[src/common/xfer_instr_defs.vh]
`ifndef XFER_INSTR_DEFS_VH
`define XFER_INSTR_DEFS_VH

// instruction codes, 10-bit words
`define OPC_LOAD_CLOCK_CTRL   10'h2B6
`define OPC_LOAD_TIMER_BIT    10'h2AA
`define OPC_LOAD_PRESCALER    10'h235
`define OPC_LOAD_PULLUP0      10'h22D

// register word addresses
`define ADDR_CLOCK_CTRL       4'h0
`define ADDR_TIMER_CTRL       4'h1
`define ADDR_PRESC_RELOAD     4'h2
`define ADDR_PRESC_COUNT      4'h3
`define ADDR_PULLUP0          4'h4
`define ADDR_CARRY            4'h5
`define ADDR_LAST_OP          4'h6
`define ADDR_EXEC_COUNT       4'h7

// field positions
`define TIMER_BIT_POS         0
`define CARRY_BIT_POS         0
`define PRESC_HI_MSB          7
`define PRESC_HI_LSB          4
`define PRESC_LO_MSB          3
`define PRESC_LO_LSB          0

// reset values
`define RST_CLOCK_CTRL        4'h0
`define RST_TIMER_CTRL        4'h0
`define RST_PRESC_RELOAD      8'h00
`define RST_PRESC_COUNT       8'h00
`define RST_PULLUP0           4'h0
`define RST_CARRY             1'b0
`define RST_LAST_OP           4'h0
`define RST_EXEC_COUNT        4'h0

// one-hot codes for the last transfer executed
`define LAST_CLOCK            4'h1
`define LAST_TIMER            4'h2
`define LAST_PRESC            4'h4
`define LAST_PULLUP           4'h8

`endif

[src/core/xfer_instr_exec.v]
// Our own choices: the strobed register port and the register offsets.
`timescale 1ns/100ps
`include "xfer_instr_defs.vh"

module xfer_instr_exec #(
	parameter ACC_W  = 4,
	parameter PRE_W  = 8,
	parameter ADDR_W = 4
) (
	input  wire              mclk_i,
	input  wire              srst_i,
	input  wire              instr_valid_i,
	input  wire [9:0]        instr_i,
	input  wire [ACC_W-1:0]  acc_i,
	input  wire [ACC_W-1:0]  breg_i,
	input  wire              alu_carry_we_i,
	input  wire              alu_carry_i,
	input  wire              alu_skip_i,
	input  wire              prescaler_tick_i,
	input  wire [ADDR_W-1:0] addr_i,
	input  wire [PRE_W-1:0]  wdata_i,
	input  wire              we_i,
	input  wire              re_i,
	output reg  [PRE_W-1:0]  rdata_o,
	output reg  [ACC_W-1:0]  clock_ctrl_o,
	output reg  [ACC_W-1:0]  timer_ctrl_o,
	output reg  [PRE_W-1:0]  prescaler_reload_o,
	output reg  [PRE_W-1:0]  prescaler_count_o,
	output reg  [ACC_W-1:0]  pullup0_o,
	output reg               carry_flag_o,
	output reg               skip_o,
	output reg               exec_done_o
);

	reg  [ACC_W-1:0] clock_control_reg;
	reg  [ACC_W-1:0] timer_control_reg;
	reg  [PRE_W-1:0] prescaler_reload_reg;
	reg  [PRE_W-1:0] prescaler_counter;
	reg  [ACC_W-1:0] pullup_control_reg_zero;
	reg              carry_flag;
	reg  [3:0]       last_op;
	reg  [3:0]       exec_count;

	reg  [PRE_W-1:0] next_rdata;
	reg  [PRE_W-1:0] next_counter;

	wire             load_clock_ctrl_instr;
	wire             load_timer_ctrl_bit_instr;
	wire             load_prescaler_pair_instr;
	wire             load_pullup0_instr;
	wire             any_xfer;
	wire [PRE_W-1:0] pair_value;

	wire             wr_clock;
	wire             wr_timer;
	wire             wr_reload;
	wire             wr_count;
	wire             wr_pullup;
	wire             wr_carry;

	// decode: each transfer is a single-word instruction
	assign load_clock_ctrl_instr     = instr_valid_i &&
		(instr_i == `OPC_LOAD_CLOCK_CTRL);
	assign load_timer_ctrl_bit_instr = instr_valid_i &&
		(instr_i == `OPC_LOAD_TIMER_BIT);
	assign load_prescaler_pair_instr = instr_valid_i &&
		(instr_i == `OPC_LOAD_PRESCALER);
	assign load_pullup0_instr        = instr_valid_i &&
		(instr_i == `OPC_LOAD_PULLUP0);

	assign any_xfer = load_clock_ctrl_instr |
		load_timer_ctrl_bit_instr |
		load_prescaler_pair_instr |
		load_pullup0_instr;

	// second register forms the high nibble, accumulator the low one
	assign pair_value = {breg_i, acc_i};

	assign wr_clock  = we_i && (addr_i == `ADDR_CLOCK_CTRL);
	assign wr_timer  = we_i && (addr_i == `ADDR_TIMER_CTRL);
	assign wr_reload = we_i && (addr_i == `ADDR_PRESC_RELOAD);
	assign wr_count  = we_i && (addr_i == `ADDR_PRESC_COUNT);
	assign wr_pullup = we_i && (addr_i == `ADDR_PULLUP0);
	assign wr_carry  = we_i && (addr_i == `ADDR_CARRY);

	// the instruction wins over a software write in the same cycle,
	// so the core never sees its own transfer undone
	always @(posedge mclk_i) begin
		if (srst_i) begin
			clock_control_reg <= `RST_CLOCK_CTRL;
		end else if (load_clock_ctrl_instr) begin
			clock_control_reg <= acc_i;
		end else if (wr_clock) begin
			clock_control_reg <= wdata_i[ACC_W-1:0];
		end
	end

	// only bit 0 follows the instruction; upper bits keep their value
	always @(posedge mclk_i) begin
		if (srst_i) begin
			timer_control_reg <= `RST_TIMER_CTRL;
		end else if (load_timer_ctrl_bit_instr) begin
			timer_control_reg[`TIMER_BIT_POS] <=
				acc_i[`TIMER_BIT_POS];
		end else if (wr_timer) begin
			timer_control_reg <= wdata_i[ACC_W-1:0];
		end
	end

	always @(posedge mclk_i) begin
		if (srst_i) begin
			prescaler_reload_reg <= `RST_PRESC_RELOAD;
		end else if (load_prescaler_pair_instr) begin
			prescaler_reload_reg <= pair_value;
		end else if (wr_reload) begin
			prescaler_reload_reg <= wdata_i;
		end
	end

	// counter: instruction load, then software write, then tick;
	// a tick at zero reloads, otherwise it counts down
	always @* begin
		next_counter = prescaler_counter;
		if (load_prescaler_pair_instr) begin
			next_counter = pair_value;
		end else if (wr_count) begin
			next_counter = wdata_i;
		end else if (prescaler_tick_i) begin
			if (prescaler_counter == {PRE_W{1'b0}}) begin
				next_counter = prescaler_reload_reg;
			end else begin
				next_counter = prescaler_counter - 1'b1;
			end
		end
	end

	always @(posedge mclk_i) begin
		if (srst_i) begin
			prescaler_counter <= `RST_PRESC_COUNT;
		end else begin
			prescaler_counter <= next_counter;
		end
	end

	always @(posedge mclk_i) begin
		if (srst_i) begin
			pullup_control_reg_zero <= `RST_PULLUP0;
		end else if (load_pullup0_instr) begin
			pullup_control_reg_zero <= acc_i;
		end else if (wr_pullup) begin
			pullup_control_reg_zero <= wdata_i[ACC_W-1:0];
		end
	end

	// carry: the alu may not touch it while a transfer executes
	always @(posedge mclk_i) begin
		if (srst_i) begin
			carry_flag <= `RST_CARRY;
		end else if (any_xfer) begin
			carry_flag <= carry_flag;
		end else if (alu_carry_we_i) begin
			carry_flag <= alu_carry_i;
		end else if (wr_carry) begin
			carry_flag <= wdata_i[`CARRY_BIT_POS];
		end
	end

	// status: which transfer ran last and how many have run
	always @(posedge mclk_i) begin
		if (srst_i) begin
			last_op    <= `RST_LAST_OP;
			exec_count <= `RST_EXEC_COUNT;
		end else if (any_xfer) begin
			exec_count <= exec_count + 4'h1;
			if (load_clock_ctrl_instr) begin
				last_op <= `LAST_CLOCK;
			end else if (load_timer_ctrl_bit_instr) begin
				last_op <= `LAST_TIMER;
			end else if (load_prescaler_pair_instr) begin
				last_op <= `LAST_PRESC;
			end else begin
				last_op <= `LAST_PULLUP;
			end
		end
	end

	// outputs copy the registers one edge later: a cycle of latency
	// traded for outputs that come straight from flops
	always @(posedge mclk_i) begin
		if (srst_i) begin
			clock_ctrl_o       <= `RST_CLOCK_CTRL;
			timer_ctrl_o       <= `RST_TIMER_CTRL;
			prescaler_reload_o <= `RST_PRESC_RELOAD;
			prescaler_count_o  <= `RST_PRESC_COUNT;
			pullup0_o          <= `RST_PULLUP0;
			carry_flag_o       <= `RST_CARRY;
		end else begin
			clock_ctrl_o       <= clock_control_reg;
			timer_ctrl_o       <= timer_control_reg;
			prescaler_reload_o <= prescaler_reload_reg;
			prescaler_count_o  <= prescaler_counter;
			pullup0_o          <= pullup_control_reg_zero;
			carry_flag_o       <= carry_flag;
		end
	end

	// skip request and completion pulse for the sequencer
	always @(posedge mclk_i) begin
		if (srst_i) begin
			skip_o      <= 1'b0;
			exec_done_o <= 1'b0;
		end else begin
			skip_o      <= alu_skip_i & ~any_xfer;
			exec_done_o <= any_xfer;
		end
	end

	// read mux; unmapped addresses read zero
	always @* begin
		next_rdata = {PRE_W{1'b0}};
		case (addr_i)
		`ADDR_CLOCK_CTRL: begin
			next_rdata[ACC_W-1:0] = clock_control_reg;
		end
		`ADDR_TIMER_CTRL: begin
			next_rdata[ACC_W-1:0] = timer_control_reg;
		end
		`ADDR_PRESC_RELOAD: begin
			next_rdata = prescaler_reload_reg;
		end
		`ADDR_PRESC_COUNT: begin
			next_rdata = prescaler_counter;
		end
		`ADDR_PULLUP0: begin
			next_rdata[ACC_W-1:0] = pullup_control_reg_zero;
		end
		`ADDR_CARRY: begin
			next_rdata[`CARRY_BIT_POS] = carry_flag;
		end
		`ADDR_LAST_OP: begin
			next_rdata[3:0] = last_op;
		end
		`ADDR_EXEC_COUNT: begin
			next_rdata[3:0] = exec_count;
		end
		default: begin
			next_rdata = {PRE_W{1'b0}};
		end
		endcase
	end

	// data stands only in the cycle after the read strobe
	always @(posedge mclk_i) begin
		if (srst_i) begin
			rdata_o <= {PRE_W{1'b0}};
		end else if (re_i) begin
			rdata_o <= next_rdata;
		end else begin
			rdata_o <= {PRE_W{1'b0}};
		end
	end

endmodule

[config.mk]
export PLATFORM = sky130hd
export DESIGN_NAME = xfer_instr_exec
export DESIGN_NICKNAME = d
export VERILOG_FILES = /design/src/core/xfer_instr_exec.v
export VERILOG_INCLUDE_DIRS = /design/src /design/src/common
export SDC_FILE = /design/constraint.sdc
export NUM_CORES = 1
export LEC_CHECK = 0
export BUFFER_PORTS_ARGS = -buffer_cell sky130_fd_sc_hd__buf_2
export CAP_MARGIN = 25
export CORE_MARGIN = 2
export CORE_UTILIZATION = 53
export DETAILED_ROUTE_END_ITERATION = 10
export HOLD_SLACK_MARGIN = 0.1
export PLACE_DENSITY = 0.82
export SLEW_MARGIN = 15
export SYNTH_ARGS = -nofsm -noshare
export SYNTH_HDL_FRONTEND = slang
export SYNTH_SLANG_ARGS = --single-unit
[constraint.sdc]
create_clock -name mclk_i -period 2.8 [get_ports mclk_i]
set_clock_uncertainty 0.2 [all_clocks]
set_input_delay 0.14 -clock mclk_i [delete_from_list [all_inputs] [get_ports mclk_i]]
set_output_delay 0.14 -clock mclk_i [all_outputs]
set_load 0.02 [all_outputs]
# Word-level counts from Yosys, hierarchy flattened
# Index checks and enable logic that the tools add are counted.
[op_classes] add_sub_neg=2 n_eq_ne=11 n_mux=20 n_bitwise=7 reduce_logical=21
[ops] op="8-bit two-way mux" n=6
[ops] op="10-bit == test, second input constant" n=4
[ops] op="4-bit two-way mux" n=7
[ops] op="3-bit one-hot mux with 7 select lines" n=1
[ops] op="4-bit by 3-bit == test with 1-bit output, second input constant" n=4
[ops] op="1-bit logical AND" n=10
[ops] op="2-bit nonzero test" n=5
[ops] op="4-bit by 2-bit == test with 1-bit output, second input constant" n=2
[ops] op="8-bit zero test" n=1
[ops] op="1-bit one-hot mux with 8 select lines" n=1
[ops] op="4-bit one-hot mux with 2 select lines" n=1
[ops] op="8-bit by 1-bit subtractor with 8-bit output, second input constant" n=1
[ops] op="4-bit by 1-bit adder with 4-bit output, second input constant" n=1
[ops] op="4-bit by 1-bit == test with 1-bit output, second input constant" n=1
[ops] op="4-bit zero test" n=1
[ops] op="1-bit two-way mux" n=4
[ops] op="2-bit AND reduction" n=2
[ops] op="1-bit inverter" n=3
[ops] op="1-bit OR" n=3
[ops] op="3-bit nonzero test" n=1
[ops] op="2-bit OR reduction" n=1
[ops] op="1-bit AND" n=1
[totals] regBits=76 in_bits=39 out_inout_bits=39 word_cells=79

# Depth between registers and ports, before layout
# Gate-level depths: netlist of the first run.
[depth] word_depth=7 depth_mapped=7 ltp_nobuf=7

# Worst setup path before layout of the first run
# OpenSTA, ideal clock, no wires.
[synth_timing] path_type="register to register" start="register prescaler_counter[2]" end="register prescaler_counter[7]" setup_ns=0.100 arrival_time_ns=1.799 required_ns=2.500 slack_ns=0.702 stages_incl_launch_ff=7 n_path_buf=1 period_less_slack_ns=2.098 cell_sequence="dfxtp_1 > buf_6 > or4_4 > nor2_1 > a21oi_1 > a311o_1 > a2111oi_4"
[synth_between] elab_chain_len=5 elab_cells_between_ends=6 cone_classes="1 x add/sub; 4 x mux; 1 x reduce/logical"
[synth_lines] item="from (decl)" line="xfer_instr_exec.v:38" text="reg [PRE_W-1:0] prescaler_counter;"
[synth_lines] item="from (signal assigned)" line="xfer_instr_exec.v:139" text="prescaler_counter <= `RST_PRESC_COUNT;"
[synth_lines] item="from (signal assigned)" line="xfer_instr_exec.v:141" text="prescaler_counter <= next_counter;"
[synth_lines] item="8-bit by 1-bit subtractor with 8-bit output or 8-bit zero test (tied branches)" line="xfer_instr_exec.v:132, xfer_instr_exec.v:129"
[synth_lines] item="8-bit two-way mux (*)" line="xfer_instr_exec.v:129" text="if (prescaler_counter == {PRE_W{1'b0}}) begin"
[synth_lines] item="8-bit two-way mux (*)" line="xfer_instr_exec.v:128" text="end else if (prescaler_tick_i) begin"
[synth_lines] item="8-bit two-way mux (*)" line="xfer_instr_exec.v:126" text="end else if (wr_count) begin"
[synth_lines] item="8-bit two-way mux (*)" line="xfer_instr_exec.v:124" text="if (load_prescaler_pair_instr) begin"
# Every way passes the cells marked *; elsewhere a longest branch is shown, timed or not. The select of a mux whose other input is x is not followed.
# A chain may end at the register's enable or synchronous reset.

# Worst setup path after layout of the first run
[layout_timing] start="input addr_i[2]" end="register prescaler_reload_reg[5]"
[layout_between] elab_chain_len=3
[layout_lines] item="from (decl)" line="xfer_instr_exec.v:20" text="input wire [ADDR_W-1:0] addr_i,"
[layout_lines] item="4-bit by 2-bit == test with 1-bit output"
[layout_lines] item="1-bit logical AND" line="xfer_instr_exec.v:81" text="assign wr_reload = we_i && (addr_i == `ADDR_PRESC_RELOAD);"
[layout_lines] item="2-bit nonzero test (no source line)"
[layout_lines] item="to (signal assigned)" line="xfer_instr_exec.v:112" text="prescaler_reload_reg <= `RST_PRESC_RELOAD;"
[layout_lines] item="to (signal assigned)" line="xfer_instr_exec.v:114" text="prescaler_reload_reg <= pair_value;"
[layout_lines] item="to (signal assigned)" line="xfer_instr_exec.v:116" text="prescaler_reload_reg <= wdata_i;"
[layout_lines] item="to (decl)" line="xfer_instr_exec.v:37" text="reg [PRE_W-1:0] prescaler_reload_reg;"
# Every way passes these cells.

==> flow_results.org, run 1 <==
** Floorplanning
- Measured along the y axis, the die boundary spans 84.0 um.
- Pin placement for this block handled 78 I/O pins.
- The floorplan step defined a die boundary enclosing 0.00706 mm^2.
- Placeable core region :: 0.00628 mm^2
- For this configuration, the core starts out at a cell density of 0.541.
- In this run the horizontal extent of the chip is 84.0 um.
- Row generation in the floorplan step produced 29 rows.

** Yosys
- Of the synthesized area, sequential elements account for 0.448.
- Register bit count reported by yosys :: 76
- Counting distinct cell types in the post-synthesis netlist gives 57.
- Synthesis produced 359 cells.
- Fraction of registers with async set or reset after synthesis :: 0
- Yosys warnings :: 0
- Total standard cell area after synthesis :: 0.00340 mm^2
- Number of synthesized flops with an enable pin :: 0
- When the netlist entered floorplanning its net count stood at 401.
- Post-synthesis area per instance :: 9.46 um^2
- Among all flip-flop cells after synthesis, the most frequent one is sky130_fd_sc_hd__dfxtp_1.

** Routing
- Dividing the detail-routed via count by the number of cells gives 5.67.
- The detailed router finished its first iteration with 283 violations.
- Post-DR wirelength/cell :: 16.2 um
- The first detailed-routing pass ran for 5 iterations.
- The routed design has 8920 um of wire.
- Via total after detailed routing :: 3,125
- The detail route stage leaves a number of antenna-violating nets equal to 0.
- After detailed routing, the number of remaining DRC violations is 0.

** Setup path
- Critical path class :: input pin to flip-flop
- The worst setup path is launched from an input pin.
- Family with the most delay on the worst path :: buffers and inverters
- In this design, the critical path's most frequently occurring cell is sky130_fd_sc_hd__dlygate4sd3_1.
- For this design, the slowest cell found on the critical path is sky130_fd_sc_hd__dlygate4sd3_1.
- Stage delay of the slowest cell on the critical path :: 590 ps
- Arr. time, crit path :: 2780 ps
- The worst setup path is captured at a flip-flop.
- Crit path buf inv count :: 4
- Register-to-register setup slack :: 410 ps
- Along the worst path, the maximum fanout reaches 16.
- The signal on the critical path passes through dlygate4sd3_1 -> clkbuf_4 -> and4bb_2 -> nor2b_1 -> buf_4 -> mux2_2 -> nand2_1 -> a21oi_1 -> dlygate4sd3_1.
- Crit path required time :: 2840 ps

** CTS
- TritonCTS clock tree :: built
- Clock-pin slew was measured on the worst setup and hold paths at 80 ps.
- Post-CTS Repair Setup Buffers :: 0
- The clock passes through at most 2 buffers.
- Counting the buffers created by CTS gives 9.
- Clk_lat worst skew :: 350 ps
- Root Driver :: sky130_fd_sc_hd__clkbuf_8
- The clock tree synthesis step divided the H-tree into 3 levels.
- Sink count of the clock tree :: 76

** Layout
- Antenna diode count :: 0
- Of the cells placed in the final design, the portion with a size suffix greater than 1 is 0.257.
- The layout has 477 filler cells.
- Layout Cells excl Fill :: 551
- The area growth from synthesis to layout is 29.6%.
- In the final layout, flip-flops and latches occupy 0.00152 mm^2.
- For this run, the post-layout net count is 511.
- In the final layout, the multi-input gates occupy 0.00175 mm^2.

** Outcome
- The run finished with clean final reports.

** GRT
- The number of global-route vias before repair is 2,953.
- Total global routing overflow :: 0
- Pin count of the biggest net entering global routing :: 24
- First-pass GRT wire length :: 14,500 um
- The initial antenna violation count came to 0.
- In the global route stage, overall resource usage came out at 0.259.

** STA
- Setup violations remaining at the end of the flow were counted as 0.
- FMAX :: 365 MHz
- Headroom to the max-slew limit came out at 0.429.
- At the pin with the least slew margin, the transition time is 854 ps.
- Max Slew Vio Count :: 0
- The number of failing hold endpoints at the final stage is 0.
- Final critical-path share of the clock period :: 0.978
- Setup TNS :: 0 ps
- RSZ-0062 raised after global routing :: false
- Shortest period the worst path allows :: 2740 ps

** Worst hold path
- Worst hold path class :: input pin to flip-flop

** Placed design
- Once placement completed, the tool counted placed cells totaling 499.
- IO Port Bufs :: 77
- Routability-driven placement finished with a final weighted congestion of 0.898.
- HPWL after detailed placement :: 6000 um

** Pwr
- Power per cell area :: 528 mW/mm^2
- Static power due to leakage :: 1.88 nW
- Max rail drop VDD :: 319 uV

** Run
- Max cap viols :: 0
final cells by class:
cell class                 count  share of cell area
sequential                    76               0.346
timing repair buffer         122               0.185
clock buffer                  13              0.0384
multi-input combinational    253               0.398
clock inverter                 3             0.00455
tap                           77              0.0219
inverter                       7             0.00597
cell usage in the layout (no fill, tap or decap), types with 5 or more instances in the layout:
cell type and n:
sky130_fd_sc_hd__inv_1 7, sky130_fd_sc_hd__a311oi_1 6, sky130_fd_sc_hd__a21oi_1 23, sky130_fd_sc_hd__nand3_1 10, sky130_fd_sc_hd__nor3_1 5, sky130_fd_sc_hd__clkbuf_8 12, sky130_fd_sc_hd__buf_2 76, sky130_fd_sc_hd__dfxtp_1 76
sky130_fd_sc_hd__nor2b_1 31, sky130_fd_sc_hd__o21ai_0 9, sky130_fd_sc_hd__nand2_1 22, sky130_fd_sc_hd__buf_4 9, sky130_fd_sc_hd__mux2i_1 25, sky130_fd_sc_hd__mux2_2 6, sky130_fd_sc_hd__a211oi_1 7, sky130_fd_sc_hd__or3_1 10
sky130_fd_sc_hd__dlygate4sd3_1 36, sky130_fd_sc_hd__nor2_1 35
worst min-delay path, delay by kind of cell:
| family | cells | cell delay [ps] |
|---|---|---|
| and+or+nand+nor | 2 | 330 |
| AOI/OAI and AO/OA | 1 | 110 |
| buffers and inverters | 1 | 100 |
cell families (layout without fill, tap and decap cells):
group                    after synthesis  after routing  synth area share
flip-flops                            76             76             0.448
AND/OR/NAND/NOR                      140            140             0.227
XOR/XNOR                               3              3           0.00774
multiplexers                          35             35             0.120
adder cells (fa/ha/maj)                3              3            0.0111
buffers and inverters                 30            145            0.0372
AO/OA/AOI/OAI                         72             72             0.148
final timing paths:
path | startpoint | endpoint | cells past startpoint
hold reg to reg | last_op[0] | last_op[0] | 2
setup / recovery | addr_i[2] | prescaler_reload_reg[5] | 9
setup reg to reg | prescaler_counter[0] | prescaler_counter[5] | 8
hold / removal | instr_i[4] | last_op[1] | 4
routing by layer:
metal | share of wire | track usage
met1 | 0.42 | 0.342
met5 | 0 | 0
met2 | 0.48 | 0.412
met3 | 0.073 | 0.0564
met4 | 0.022 | 0.0997
synthesized netlist by cell type, types with 4 or more instances:
cell	number	area, um^2
sky130_fd_sc_hd__mux2i_1	25	250
sky130_fd_sc_hd__dfxtp_1	76	1520
sky130_fd_sc_hd__nand2b_1	4	25.0
sky130_fd_sc_hd__a21oi_1	23	115
sky130_fd_sc_hd__nand2_1	22	82.6
sky130_fd_sc_hd__or3_1	10	62.6
sky130_fd_sc_hd__buf_2	5	25.0
sky130_fd_sc_hd__nor3_1	5	25.0
sky130_fd_sc_hd__nor2_1	36	135
sky130_fd_sc_hd__nor2b_1	31	194
sky130_fd_sc_hd__o21bai_1	4	30.0
sky130_fd_sc_hd__mux2_2	6	67.6
sky130_fd_sc_hd__o21ai_0	9	45.0
sky130_fd_sc_hd__nand3_1	10	50.1
sky130_fd_sc_hd__inv_1	7	26.3
sky130_fd_sc_hd__nand3b_1	4	30.0
sky130_fd_sc_hd__a311oi_1	6	52.6
sky130_fd_sc_hd__clkbuf_1	17	63.8
sky130_fd_sc_hd__mux4_2	4	90.1
sky130_fd_sc_hd__a211oi_1	7	52.6
stage by stage:
stage	utilization	hold WS [ps]	setup slack [ps]	total power [mW]	area (um^2)
after floorplan	-	19.1	702	1.42	3400
after global placement	0.613	187	524	1.51	3840
after detailed placement	0.613	198	464	1.52	3840
after CTS	0.700	151	108	2.32	4390
after global routing	0.701	202	6.22	2.42	4400
final	0.701	176	60.5	2.32	4400
report_power, final:
group	switching, mW	internal (mW)
clock	0.390	0.393
sequential	0.0372	1.12
combinational	0.201	0.188
what timing repair did:
item,4_1_cts,5_1_grt
hold buffers,36,0
endpoints found under the hold margin,48,0
resized for setup,0,2
setup endpoints to repair,0,3
Note: power is estimated with default switching activity, not from simulation.
==> run 2, diff against run 1 <==
- HOLD_SLACK_MARGIN: 0.1 -> 0.12
- PLACE_DENSITY: 0.82 -> 0.81
==> flow_results.org, run 2 (synthesis gave the netlist of run 1 again) <==
** Routing
- The first detailed-routing pass ran for 5 iterations.
- Detailed-route vias per instance :: 5.57
- Post-DR wirelength/cell :: 15.8 um
- In the detailed route, the total length drawn on met2 is 4090 um.
- Via total after detailed routing :: 3,041
- Metal-1 WL :: 3740 um
- In the routed design, unresolved DRC markers number 0.
- Iter 0 DRT Violations :: 229
- In this run the remaining antenna-violating nets after routing total 0.
- For this block, the routed nets add up to 8610 um of wire.
- The routed design uses 539 um of met3 wire.
- Uppermost metal layer occupied by signal nets :: met4

** CTS
- Buffer depth of the longest clock path :: 2
- CTS-repair resized insts :: 0
- The H-tree generated during clock tree synthesis spans 3 levels.
- The clock drives 76 sinks.
- TritonCTS built the clock tree.
- The later pin in the worst-skew pair is clocked with a latency of 350 ps.
- Clock tree synthesis inserted a total of 9 buffers.
- CTS clk-pin slew, worst paths :: 70 ps
- Root Driver :: sky130_fd_sc_hd__clkbuf_8

** Layout
- In the final layout, the share of cells above drive strength 1 is 0.256.
- From synthesis to final layout, the design area changed by 29.3%.
- 0 antenna diodes ended up in the layout.
- Count of filler cells inserted in the layout :: 479
- At the end of the flow, the number of nets in the layout was 507.
- Layout Cells excl Fill :: 546
- The library cells used most frequently in the layout, excluding fill and tap cells, are sky130_fd_sc_hd__buf_2, sky130_fd_sc_hd__dfxtp_1, sky130_fd_sc_hd__nor2_1.
- Utilization of the core after routing :: 0.700
- Most common library cell in the layout ignoring fill and taps :: sky130_fd_sc_hd__buf_2

** Floorplanning
- Die Footprint :: 0.00706 mm^2
- During I/O placement, the number of pins put on the boundary was 78.
- Placeable core region :: 0.00628 mm^2
- The die is 84.0 um tall.
- Chip width :: 84.0 um
- For this configuration, the core starts out at a cell density of 0.541.
- In this run the core area contains 29 standard-cell rows.

** Setup path
- The largest single stage delay on the critical path is 560 ps.
- Crit path buf inv count :: 4
- Across all register-to-register paths, the minimum setup slack is 580 ps.
- Family with the most delay on the worst path :: buffers and inverters
- Category of the worst setup path launch point :: input pin
- The critical path is of the input pin to flip-flop type.
- Cell with the largest stage delay on the worst path :: sky130_fd_sc_hd__dlygate4sd3_1
- STA puts the critical path data arrival time at 2720 ps.
- Along the worst path, the maximum fanout reaches 16.
- Traced cell by cell, the critical path runs through dlygate4sd3_1 -> buf_2 -> and4bb_2 -> nor2b_1 -> buf_4 -> mux2_2 -> nand2_1 -> a21oi_1 -> dlygate4sd3_1.
- Most repeated library cell on the critical path :: sky130_fd_sc_hd__dlygate4sd3_1
- Crit path required time :: 2830 ps
- The worst setup path is captured at a flip-flop.

** STA
- Setup TNS :: 0 ps
- Max Slew Vio Count :: 0
- Setup repair after global routing left no endpoint under its margin.
- FMAX :: 372 MHz
- Measured against its own limit, the worst slew margin works out to 0.399.
- Worst hold slack :: 130 ps
- Final critical-path share of the clock period :: 0.960
- Subtracting the final worst setup slack from the clock period gives 2690 ps.
- The number of failing hold endpoints at the final stage is 0.
- Setup violations remaining at the end of the flow were counted as 0.
- For the pin with the worst max-slew slack, the measured transition is 900 ps.

** Run
- Across the run, the number of max-cap violations was 0.

** Placed design
- IO Port Bufs :: 77
- Weighted congestion reported at the end of routability-driven placement :: 0.882
- Placed cell count :: 497
- HPWL after detailed placement :: 5570 um

** Pwr
- IR analysis of the VDD net gives a maximum drop of 366 uV.
- Power per cell area :: 561 mW/mm^2
- In this run the static leakage power is 1.88 nW.
- Final Power :: 2.46 mW

** GRT
- The initial antenna violation count was 0.
- Total global routing overflow :: 0
- Vias in the first global route :: 2,825
- First-pass GRT wire length :: 13,700 um
- All-Layer GR Usage :: 0.246
- Pin count of the biggest net entering global routing :: 34

** Worst hold path
- In this run the worst hold path is classified as input pin to flip-flop.

** Outcome
- Status :: finished clean
run 2: final timing paths:
check | startpoint | endpoint | cells past startpoint
max | addr_i[2] | prescaler_reload_reg[6] | 9
min | instr_i[4] | last_op[1] | 4
max reg2reg | prescaler_counter[0] | prescaler_counter[6] | 7
min reg2reg | last_op[3] | last_op[3] | 2
run 2: metal layers:
layer  vias up  track usage
li1       1491            -
met1      1385        0.320
met2       145        0.392
met3        20       0.0554
met4         0        0.106
met5         -            0
run 2: report_power, final:
| group | internal (mW) | switching, mW | leakage [nW] |
|---|---|---|---|
| Combinational | 0.183 | 0.196 | 1.15 |
| Sequential | 1.12 | 0.0364 | 0.616 |
| Clock | 0.544 | 0.388 | 0.111 |
| Total | 1.84 | 0.620 | 1.88 |
run 2: area by class of cell:
cell class	instances	area, um^2	share of cell area
inverter	7	26.3	0.00598
tap	77	96.3	0.0219
clock inverter	4	72.6	0.0165
timing repair buffer	118	776	0.177
sequential	76	1520	0.346
multi-input combinational	253	1750	0.398
clock buffer	11	151	0.0345
run 2: worst min-delay path: stages:
cell	delay [ps]
sky130_fd_sc_hd__buf_2	90
sky130_fd_sc_hd__or3b_2	110
sky130_fd_sc_hd__or3_1	200
sky130_fd_sc_hd__a21oi_1	90
run 2: timing repair:
item	in CTS	in global routing
setup buffers	0	1
endpoints found under the hold margin	50	0
setup endpoints to repair	0	2
hold buffers	33	0
run 2: stage by stage:
step	setup slack [ps]	area (um^2)
6_report	113	4390
5_1_grt	14.3	4390
4_1_cts	126	4380
3_5_place_dp	466	3830
3_3_place_gp	523	3830
2_1_floorplan	702	3400
